$ cat config.mk
export PLATFORM = sky130hd
export DESIGN_NAME = dcc_top
export DESIGN_NICKNAME = d
export VERILOG_FILES = /design/src/rtl/dcc_pkg.sv /design/src/rtl/dcc_top.sv /design/src/rtl/dcc_wb_slave.sv
export SDC_FILE = /design/constraint.sdc
export NUM_CORES = 1
export LEC_CHECK = 0
export BUFFER_PORTS_ARGS = -buffer_cell sky130_fd_sc_hd__buf_2
export CAP_MARGIN = 10
export CORE_MARGIN = 4
export CORE_UTILIZATION = 45
export DETAILED_ROUTE_END_ITERATION = 8
export PLACE_DENSITY = 0.74
export SLEW_MARGIN = 20
export SYNTH_ARGS = -nofsm -noshare
export SYNTH_HDL_FRONTEND = slang
export SYNTH_SLANG_ARGS = --single-unit
$ cat constraint.sdc
create_clock -name clk -period 2.1 [get_ports clk]
set_input_delay 0.105 -clock clk [delete_from_list [all_inputs] [get_ports clk]]
set_output_delay 0.105 -clock clk [all_outputs]
set_load 0.01 [all_outputs]
$ cat src/rtl/dcc_pkg.sv
// Constants, field layouts and register map of the converter channel control
// Assumes a classic Wishbone slave with 32-bit data and byte addresses

package dcc_pkg;

    // ============================================================
    // Widths
    localparam int CH_N     = 8;
    localparam int GROUP_N  = 4;
    localparam int CODE_W   = 12;
    localparam int FIELD_W  = 2;
    localparam int REG_W    = 16;
    localparam int DATA_W   = 32;
    localparam int ADR_W    = 8;

    // ============================================================
    // Register byte offsets
    localparam logic [ADR_W-1:0] OFF_CONFIG    = 8'h00;
    localparam logic [ADR_W-1:0] OFF_REF_PIN   = 8'h04;
    localparam logic [ADR_W-1:0] OFF_STATUS    = 8'h08;
    localparam logic [ADR_W-1:0] OFF_CODE_BASE = 8'h20;
    localparam logic [ADR_W-1:0] CODE_STRIDE   = 8'h04;

    // ============================================================
    // Field encodings
    localparam logic [FIELD_W-1:0] REF_OFF  = 2'h0;
    localparam logic [FIELD_W-1:0] REF_EXT  = 2'h1;
    localparam logic [FIELD_W-1:0] REF_INT  = 2'h2;
    localparam logic [FIELD_W-1:0] REF_RSVD = 2'h3;

    // ============================================================
    // Reset values
    localparam logic [REG_W-1:0]  CONFIG_RST  = 16'h0000;
    localparam logic [1:0]        REF_PIN_RST = 2'h0;
    localparam logic [CODE_W-1:0] CODE_RST    = 12'h000;

    // ============================================================
    // Bit positions
    localparam int REF_A_BIT     = 0;
    localparam int REF_B_BIT     = 1;
    localparam int ST_INT_REF    = 0;
    localparam int ST_PIN_A      = 1;
    localparam int ST_PIN_B      = 2;
    localparam int ST_A_UNREADY  = 3;
    localparam int ST_B_UNREADY  = 4;
    localparam int ST_RSVD_LSB   = 8;

    // ============================================================
    // Bus slave states
    typedef enum logic {
        DCC_BUS_IDLE,
        DCC_BUS_ACK
    } dcc_bus_state_t;

    // Byte-lane merge of a 16-bit register
    function automatic logic [REG_W-1:0] merge16(
        input logic [REG_W-1:0] old_v,
        input logic [REG_W-1:0] new_v,
        input logic [1:0]       sel
    );
        logic [REG_W-1:0] r;
        r = old_v;
        if (sel[0]) begin
            r[7:0] = new_v[7:0];
        end
        if (sel[1]) begin
            r[15:8] = new_v[15:8];
        end
        return r;
    endfunction

endpackage

$ cat src/rtl/dcc_top.sv
// Converter channel control: config, reference steering and held output codes
// Assumes a classic Wishbone master and a separate power-on reset input
//
// The address map and the Wishbone register port were left to the implementer.
`timescale 1ns/1ns

module dcc_top (
    // Clock and resets
    input  wire logic                                   clk,
    input  wire logic                                   reset,
    input  wire logic                                   por,
    // Wishbone slave
    input  wire logic                                   wb_cyc_i,
    input  wire logic                                   wb_stb_i,
    input  wire logic                                   wb_we_i,
    input  wire logic [dcc_pkg::ADR_W-1:0]              wb_adr_i,
    input  wire logic [3:0]                             wb_sel_i,
    input  wire logic [dcc_pkg::DATA_W-1:0]             wb_dat_i,
    output logic [dcc_pkg::DATA_W-1:0]                  wb_dat_o,
    output logic                                        wb_ack_o,
    // Channel codes
    output logic [dcc_pkg::CH_N-1:0][dcc_pkg::CODE_W-1:0] channel_code,
    // Channel control
    output logic [dcc_pkg::CH_N-1:0]                    channel_enable,
    output logic [dcc_pkg::CH_N-1:0]                    channel_power_down,
    output logic [dcc_pkg::CH_N-1:0]                    channel_int_ref,
    output logic [dcc_pkg::CH_N-1:0]                    channel_ext_ref,
    // References and pins
    output logic                                        int_ref_power_up,
    output logic                                        ext_ref_pin_a,
    output logic                                        ext_ref_pin_b,
    output logic                                        ref_a_analog_enable,
    output logic                                        ref_b_analog_enable
);

    // ============================================================
    // Declarations
    localparam int CH_N   = dcc_pkg::CH_N;
    localparam int GRP    = dcc_pkg::GROUP_N;
    localparam int FW     = dcc_pkg::FIELD_W;
    localparam int CW     = dcc_pkg::CODE_W;
    localparam int RW     = dcc_pkg::REG_W;

    logic                       soft_reset;
    logic                       wr_take;
    logic [RW-1:0]              rd_data;
    logic [RW-1:0]              wr_word;
    logic [1:0]                 wr_sel;

    logic                       cfg_hit;
    logic                       ref_hit;
    logic                       stat_hit;
    logic [CH_N-1:0]            code_hit;

    logic [RW-1:0]              config_q;
    logic [RW-1:0]              config_d;
    logic [1:0]                 ref_pin_q;
    logic [1:0]                 ref_pin_d;
    logic [CH_N-1:0][CW-1:0]    code_q;
    logic [CH_N-1:0][CW-1:0]    code_d;

    logic [CH_N-1:0]            sel_off;
    logic [CH_N-1:0]            sel_ext;
    logic [CH_N-1:0]            sel_int;
    logic [CH_N-1:0]            sel_rsvd;
    logic                       int_any;
    logic                       a_any;
    logic                       b_any;

    logic [CH_N-1:0]            enable_q;
    logic [CH_N-1:0]            enable_d;
    logic [CH_N-1:0]            pdown_q;
    logic [CH_N-1:0]            pdown_d;
    logic [CH_N-1:0]            int_sel_q;
    logic [CH_N-1:0]            int_sel_d;
    logic [CH_N-1:0]            ext_sel_q;
    logic [CH_N-1:0]            ext_sel_d;
    logic [CH_N-1:0]            rsvd_q;
    logic [CH_N-1:0]            rsvd_d;
    logic                       int_up_q;
    logic                       int_up_d;
    logic                       pin_a_q;
    logic                       pin_a_d;
    logic                       pin_b_q;
    logic                       pin_b_d;
    logic                       a_unready_q;
    logic                       a_unready_d;
    logic                       b_unready_q;
    logic                       b_unready_d;
    logic [RW-1:0]              status_word;

    // Power-on also resets everything that plain reset does
    assign soft_reset = reset || por;
    assign wr_word    = wb_dat_i[RW-1:0];
    assign wr_sel     = wb_sel_i[1:0];

    // ============================================================
    // Bus handshake
    dcc_wb_slave u_bus (
        .clk      (clk),
        .reset    (soft_reset),
        .wb_cyc_i (wb_cyc_i),
        .wb_stb_i (wb_stb_i),
        .wb_we_i  (wb_we_i),
        .rd_data  (rd_data),
        .wr_take  (wr_take),
        .wb_dat_o (wb_dat_o),
        .wb_ack_o (wb_ack_o)
    );

    // ============================================================
    // Address decode
    assign cfg_hit  = (wb_adr_i == dcc_pkg::OFF_CONFIG);
    assign ref_hit  = (wb_adr_i == dcc_pkg::OFF_REF_PIN);
    assign stat_hit = (wb_adr_i == dcc_pkg::OFF_STATUS);

    // ============================================================
    // Shared configuration register
    always_comb begin
        config_d = config_q;
        if (wr_take && cfg_hit) begin
            config_d = dcc_pkg::merge16(config_q, wr_word, wr_sel);
        end
    end

    always_ff @(posedge clk) begin
        if (soft_reset) begin
            config_q <= dcc_pkg::CONFIG_RST;
        end else begin
            config_q <= config_d;
        end
    end

    // ============================================================
    // Reference-pin configuration register
    always_comb begin
        ref_pin_d = ref_pin_q;
        if (wr_take && ref_hit && wr_sel[0]) begin
            ref_pin_d[dcc_pkg::REF_A_BIT] = wr_word[dcc_pkg::REF_A_BIT];
            ref_pin_d[dcc_pkg::REF_B_BIT] = wr_word[dcc_pkg::REF_B_BIT];
        end
    end

    always_ff @(posedge clk) begin
        if (soft_reset) begin
            ref_pin_q <= dcc_pkg::REF_PIN_RST;
        end else begin
            ref_pin_q <= ref_pin_d;
        end
    end

    // ============================================================
    // Per-channel code registers and field decode
    genvar i;
    generate
        for (i = 0; i < CH_N; i = i + 1) begin : g_ch
            localparam logic [dcc_pkg::ADR_W-1:0] CODE_ADR =
                dcc_pkg::OFF_CODE_BASE + 8'(i) * dcc_pkg::CODE_STRIDE;
            logic [RW-1:0]  merged;
            logic [FW-1:0]  field;

            assign code_hit[i] = (wb_adr_i == CODE_ADR);
            assign merged = dcc_pkg::merge16({4'h0, code_q[i]}, wr_word, wr_sel);

            // Reserved top bits are dropped on write
            always_comb begin
                code_d[i] = code_q[i];
                if (wr_take && code_hit[i]) begin
                    code_d[i] = merged[CW-1:0];
                end
            end

            // Only power-on clears a code
            always_ff @(posedge clk) begin
                if (por) begin
                    code_q[i] <= dcc_pkg::CODE_RST;
                end else begin
                    code_q[i] <= code_d[i];
                end
            end

            // Field decode for this channel
            assign field       = config_q[FW*i +: FW];
            assign sel_off[i]  = (field == dcc_pkg::REF_OFF);
            assign sel_ext[i]  = (field == dcc_pkg::REF_EXT);
            assign sel_int[i]  = (field == dcc_pkg::REF_INT);
            assign sel_rsvd[i] = (field == dcc_pkg::REF_RSVD);
        end
    endgenerate

    // ============================================================
    // Group reductions
    assign int_any = |sel_int;
    assign a_any   = |sel_ext[GRP-1:0];
    assign b_any   = |sel_ext[CH_N-1:GRP];

    // ============================================================
    // Registered channel and reference controls
    always_comb begin
        enable_d    = sel_ext | sel_int;
        pdown_d     = sel_off | sel_rsvd;
        int_sel_d   = sel_int;
        ext_sel_d   = sel_ext;
        rsvd_d      = sel_rsvd;
        int_up_d    = int_any;
        pin_a_d     = a_any;
        pin_b_d     = b_any;
        a_unready_d = a_any && !ref_pin_q[dcc_pkg::REF_A_BIT];
        b_unready_d = b_any && !ref_pin_q[dcc_pkg::REF_B_BIT];
    end

    always_ff @(posedge clk) begin
        if (soft_reset) begin
            enable_q    <= 8'h00;
            pdown_q     <= 8'hff;
            int_sel_q   <= 8'h00;
            ext_sel_q   <= 8'h00;
            rsvd_q      <= 8'h00;
            int_up_q    <= 1'b0;
            pin_a_q     <= 1'b0;
            pin_b_q     <= 1'b0;
            a_unready_q <= 1'b0;
            b_unready_q <= 1'b0;
        end else begin
            enable_q    <= enable_d;
            pdown_q     <= pdown_d;
            int_sel_q   <= int_sel_d;
            ext_sel_q   <= ext_sel_d;
            rsvd_q      <= rsvd_d;
            int_up_q    <= int_up_d;
            pin_a_q     <= pin_a_d;
            pin_b_q     <= pin_b_d;
            a_unready_q <= a_unready_d;
            b_unready_q <= b_unready_d;
        end
    end

    // ============================================================
    // Status word
    always_comb begin
        status_word = 16'h0000;
        status_word[dcc_pkg::ST_INT_REF]   = int_up_q;
        status_word[dcc_pkg::ST_PIN_A]     = pin_a_q;
        status_word[dcc_pkg::ST_PIN_B]     = pin_b_q;
        status_word[dcc_pkg::ST_A_UNREADY] = a_unready_q;
        status_word[dcc_pkg::ST_B_UNREADY] = b_unready_q;
        status_word[dcc_pkg::ST_RSVD_LSB +: CH_N] = rsvd_q;
    end

    // ============================================================
    // Read mux
    always_comb begin
        rd_data = 16'h0000;
        if (cfg_hit) begin
            rd_data = config_q;
        end else if (ref_hit) begin
            rd_data = {14'h0000, ref_pin_q};
        end else if (stat_hit) begin
            rd_data = status_word;
        end else begin
            for (int k = 0; k < CH_N; k++) begin
                if (code_hit[k]) begin
                    rd_data = {4'h0, code_q[k]};
                end
            end
        end
    end

    // ============================================================
    // Outputs
    assign channel_code        = code_q;
    assign channel_enable      = enable_q;
    assign channel_power_down  = pdown_q;
    assign channel_int_ref     = int_sel_q;
    assign channel_ext_ref     = ext_sel_q;
    assign int_ref_power_up    = int_up_q;
    assign ext_ref_pin_a       = pin_a_q;
    assign ext_ref_pin_b       = pin_b_q;
    assign ref_a_analog_enable = ref_pin_q[dcc_pkg::REF_A_BIT];
    assign ref_b_analog_enable = ref_pin_q[dcc_pkg::REF_B_BIT];

endmodule

$ cat src/rtl/dcc_wb_slave.sv
// Classic Wishbone handshake for the converter channel control
// Assumes the parent decodes the address and supplies read data combinationally
`timescale 1ns/1ns

module dcc_wb_slave (
    // Clock and reset
    input  wire logic                       clk,
    input  wire logic                       reset,
    // Bus requests
    input  wire logic                       wb_cyc_i,
    input  wire logic                       wb_stb_i,
    input  wire logic                       wb_we_i,
    // Register file side
    input  wire logic [dcc_pkg::REG_W-1:0]  rd_data,
    output logic                            wr_take,
    // Bus answers
    output logic [dcc_pkg::DATA_W-1:0]      wb_dat_o,
    output logic                            wb_ack_o
);

    // ============================================================
    // Handshake state
    dcc_pkg::dcc_bus_state_t            state_q;
    dcc_pkg::dcc_bus_state_t            state_d;
    logic [dcc_pkg::DATA_W-1:0]         dat_q;
    logic [dcc_pkg::DATA_W-1:0]         dat_d;
    logic                               take;

    assign take     = wb_cyc_i && wb_stb_i && (state_q == dcc_pkg::DCC_BUS_IDLE);
    assign wr_take  = take && wb_we_i;
    assign wb_ack_o = (state_q == dcc_pkg::DCC_BUS_ACK);
    assign wb_dat_o = dat_q;

    always_comb begin
        state_d = state_q;
        dat_d   = dat_q;
        case (state_q)
            dcc_pkg::DCC_BUS_IDLE: begin
                if (take) begin
                    state_d = dcc_pkg::DCC_BUS_ACK;
                    dat_d   = wb_we_i ? 32'h0000_0000 : {16'h0000, rd_data};
                end
            end
            dcc_pkg::DCC_BUS_ACK: begin
                state_d = dcc_pkg::DCC_BUS_IDLE;
            end
            default: begin
                state_d = dcc_pkg::DCC_BUS_IDLE;
            end
        endcase
    end

    always_ff @(posedge clk) begin
        if (reset) begin
            state_q <= dcc_pkg::DCC_BUS_IDLE;
            dat_q   <= 32'h0000_0000;
        end else begin
            state_q <= state_d;
            dat_q   <= dat_d;
        end
    end

endmodule

==> results_dict.tcl <==
set metrics [dict create \
    postCtsSetupBuffers 0 \
    yosysSeqAreaShare_pct 44.9 \
    required_ps 2440 \
    cts_made_buffers 17 \
    startpoint "u_bus.wb_ack_o" \
    p_per_area_mw_per_mm2 706 \
    critPathMaxFanout 8 \
    finalClockSkew_ps 11.5 \
    hold_violations 0 \
    hp-class "primary input to register" \
    final_nets 1103 \
    dp_hpwl_um 17500 \
    critPathLaunchType "register" \
    setup_tns_ps 0 \
    synthArstFlopShare_pct 0 \
    rsz0062_at_grt "no" \
    grt_max_degree 99 \
    dieArea_sq_mm 0.0196 \
    cts_tree "yes" \
    postCtsHoldBufs 7 \
    htree_num_levels 4 \
    io-pin-count 216 \
    path_cells "and3b_1, nand3_2, nor3_2, nand2_1, a21oi_1" \
    relSlewSlack_pct 29.6 \
    yosysTopAreaCellShare_pct 44.9 \
    synth_edf_count 0 \
    layout-drive-gt1-share_pct 27.5 \
    grt_pass1_vias 6624 \
    maxCapViolations 0 \
    die_h_um 140 \
    root_buffer "clkbuf_16" \
    cp-end-kind "register" \
    routed-via-count 6859 \
    critPathSlowestCell "nor3_2" \
    drc_errors 0 \
    avgSynthCellArea_sq_um 9.26 \
    synth_common_cells "176 x dfxtp_1, 102 x nor2_1, 94 x nand2_1, 80 x mux2i_1, 55 x a21oi_1" \
    crit_family "simple AND/OR/NAND/NOR gates" \
    cts_max_path_buffers 2 \
    routedWlPerCell_um 18.9 \
    routabilityCongestion 0.924 \
    synth.most_common_cell "dfxtp_1" \
    cts.clk_slew.worst_paths_ps 70 \
    grt_pass1_wl_um 37300 \
    track_usage_pct 24.0 \
    critPathKind "register to register" \
    syn_inst 847 \
    max_stage_delay_ps 510 \
    slew_viol_final 0 \
    start_util_pct 45.7 \
    period_needed_ps 1940 \
    area_growth_pct 22.7 \
    tightest_slew_ps 1060 \
    antenna_left 0 \
    via_per_inst 5.41 \
    status "completed" \
    drt_wl_total_um 23900 \
    r2r_slack_ps 160 \
    setup_violations 0 \
    antenna_found_initial 0 \
    drt-initial-drc-count 601 \
    arrival_ps 2290 \
    rows 48 \
    ys_seq_elements 176 \
    r2r_start "u_bus.wb_ack_o" \
    path_buf_inv 0 \
    drt_pre_antenna_iters 5 \
    vdd_drop_max_uv 585 \
    timing.fmax_mhz 515 \
    grt-ovfl-total 0 \
    synth_area_leaders "dfxtp_1 45%, mux2i_1 10%, nor2_1 4.9%" \
    synth_top_cell_by_area "dfxtp_1" \
    insertion_delay_ps 430 \
    ctsResizeCount 0 \
    numClockSinks 176 \
    synth-main-ff-cell "dfxtp_1" \
    nFillCells 1584 \
    syn_area_sq_mm 0.00785 \
    numPortBuffers 181 \
    power.leakage_nw 4.28 \
    min_from "wb_dat_i[11]" \
    synthDistinctLibCells 55 \
    yosys_warnings 0 \
    coreArea_sq_mm 0.0172 \
    final_core_util_pct 56.0 \
    period_share_pct 92.5 \
    die_w_um 140 \
]
stage by stage:
stage / std cells / total power [W] / hold slack [ps] / cell area, sq um / setup WS (ps)
floorplan: 862 / 0.00366 / 224 / 7900 / 306
global placement: 1228 / 0.00376 / 355 / 8980 / 133
detailed placement: 1228 / 0.00376 / 366 / 8980 / 86.6
CTS: 1267 / 0.00683 / 21.2 / 9620 / 165
global route: 1267 / 0.00701 / 40.3 / 9620 / 21.1
finish: 1268 / 0.00679 / 39.4 / 9620 / 158
per-layer routing:
layer	vias up	wire length (um)	GRT usage (%)
met3	37	1860	5.60
met2	289	10900	37.6
met5	-	0	0
met1	3267	10600	33.6
li1	3266	-	-
met4	0	499	6.58
registers in the layout, summed over array words and instances (netlist names), 2 cells and up:
| name | cells |
|---|---|
| rsvd_q | 8 |
| channel_power_down | 8 |
| channel_int_ref | 8 |
| channel_enable | 8 |
| u_bus.wb_dat_o | 16 |
| config_q | 16 |
| channel_ext_ref | 8 |
| channel_code | 96 |
| ref_pin_q | 2 |
power by group:
group	switching [W]	internal [W]	total [W]
Combinational	0.000259	0.000105	0.000364
Clock	0.00135	0.00174	0.00309
Sequential	0.00000143	0.00334	0.00334
Total	0.00161	0.00518	0.00679
cells by family after synthesis:
kind of cell,Yosys count,synth area share (%)
AO/OA/AOI/OAI,160,13.0
adder cells (fa/ha/maj),24,3.83
buffers and inverters,105,6.19
flip-flops,176,44.9
multiplexers,93,12.8
other,1,0.0478
AND/OR/NAND/NOR,288,19.2
cell type report:
cell class / instances / area, sq um / share of cell area, %
diodes: 1 / 2.50 / 0.0260
clock buffers: 21 / 470 / 4.89
clock inverters: 11 / 105 / 1.09
inverters: 31 / 116 / 1.21
multi-input cells: 581 / 3890 / 40.5
flip-flops and latches: 176 / 3520 / 36.6
well taps: 225 / 282 / 2.93
repair buffers: 222 / 1230 / 12.8
cell usage in the layout (no fill, tap or decap), drive strengths merged, types with 9 or more instances in the layout:
master	instances
buf	215
o32ai	9
nor3	13
and2	25
o22ai	14
a211oi	10
clkbuf	21
inv	34
conb	16
nor2	104
mux2i	80
dfxtp	176
ha	24
a21oi	55
nand2	97
o21ai	27
a22oi	21
final timing paths:
| kind | endpoint | depth (start not counted) |
|---|---|---|
| worst max-delay path | channel_code[37] | 5 |
| worst min-delay path | channel_code[95] | 3 |
| worst max register to register | channel_code[37] | 5 |
| worst min register to register | channel_code[87] | 2 |
worst min-delay path, cell delays in order:
cell and delay, ps:
buf_2 170, nand2_1 80, a21oi_1 60
No activity file was read; power rests on OpenSTA's default activity.
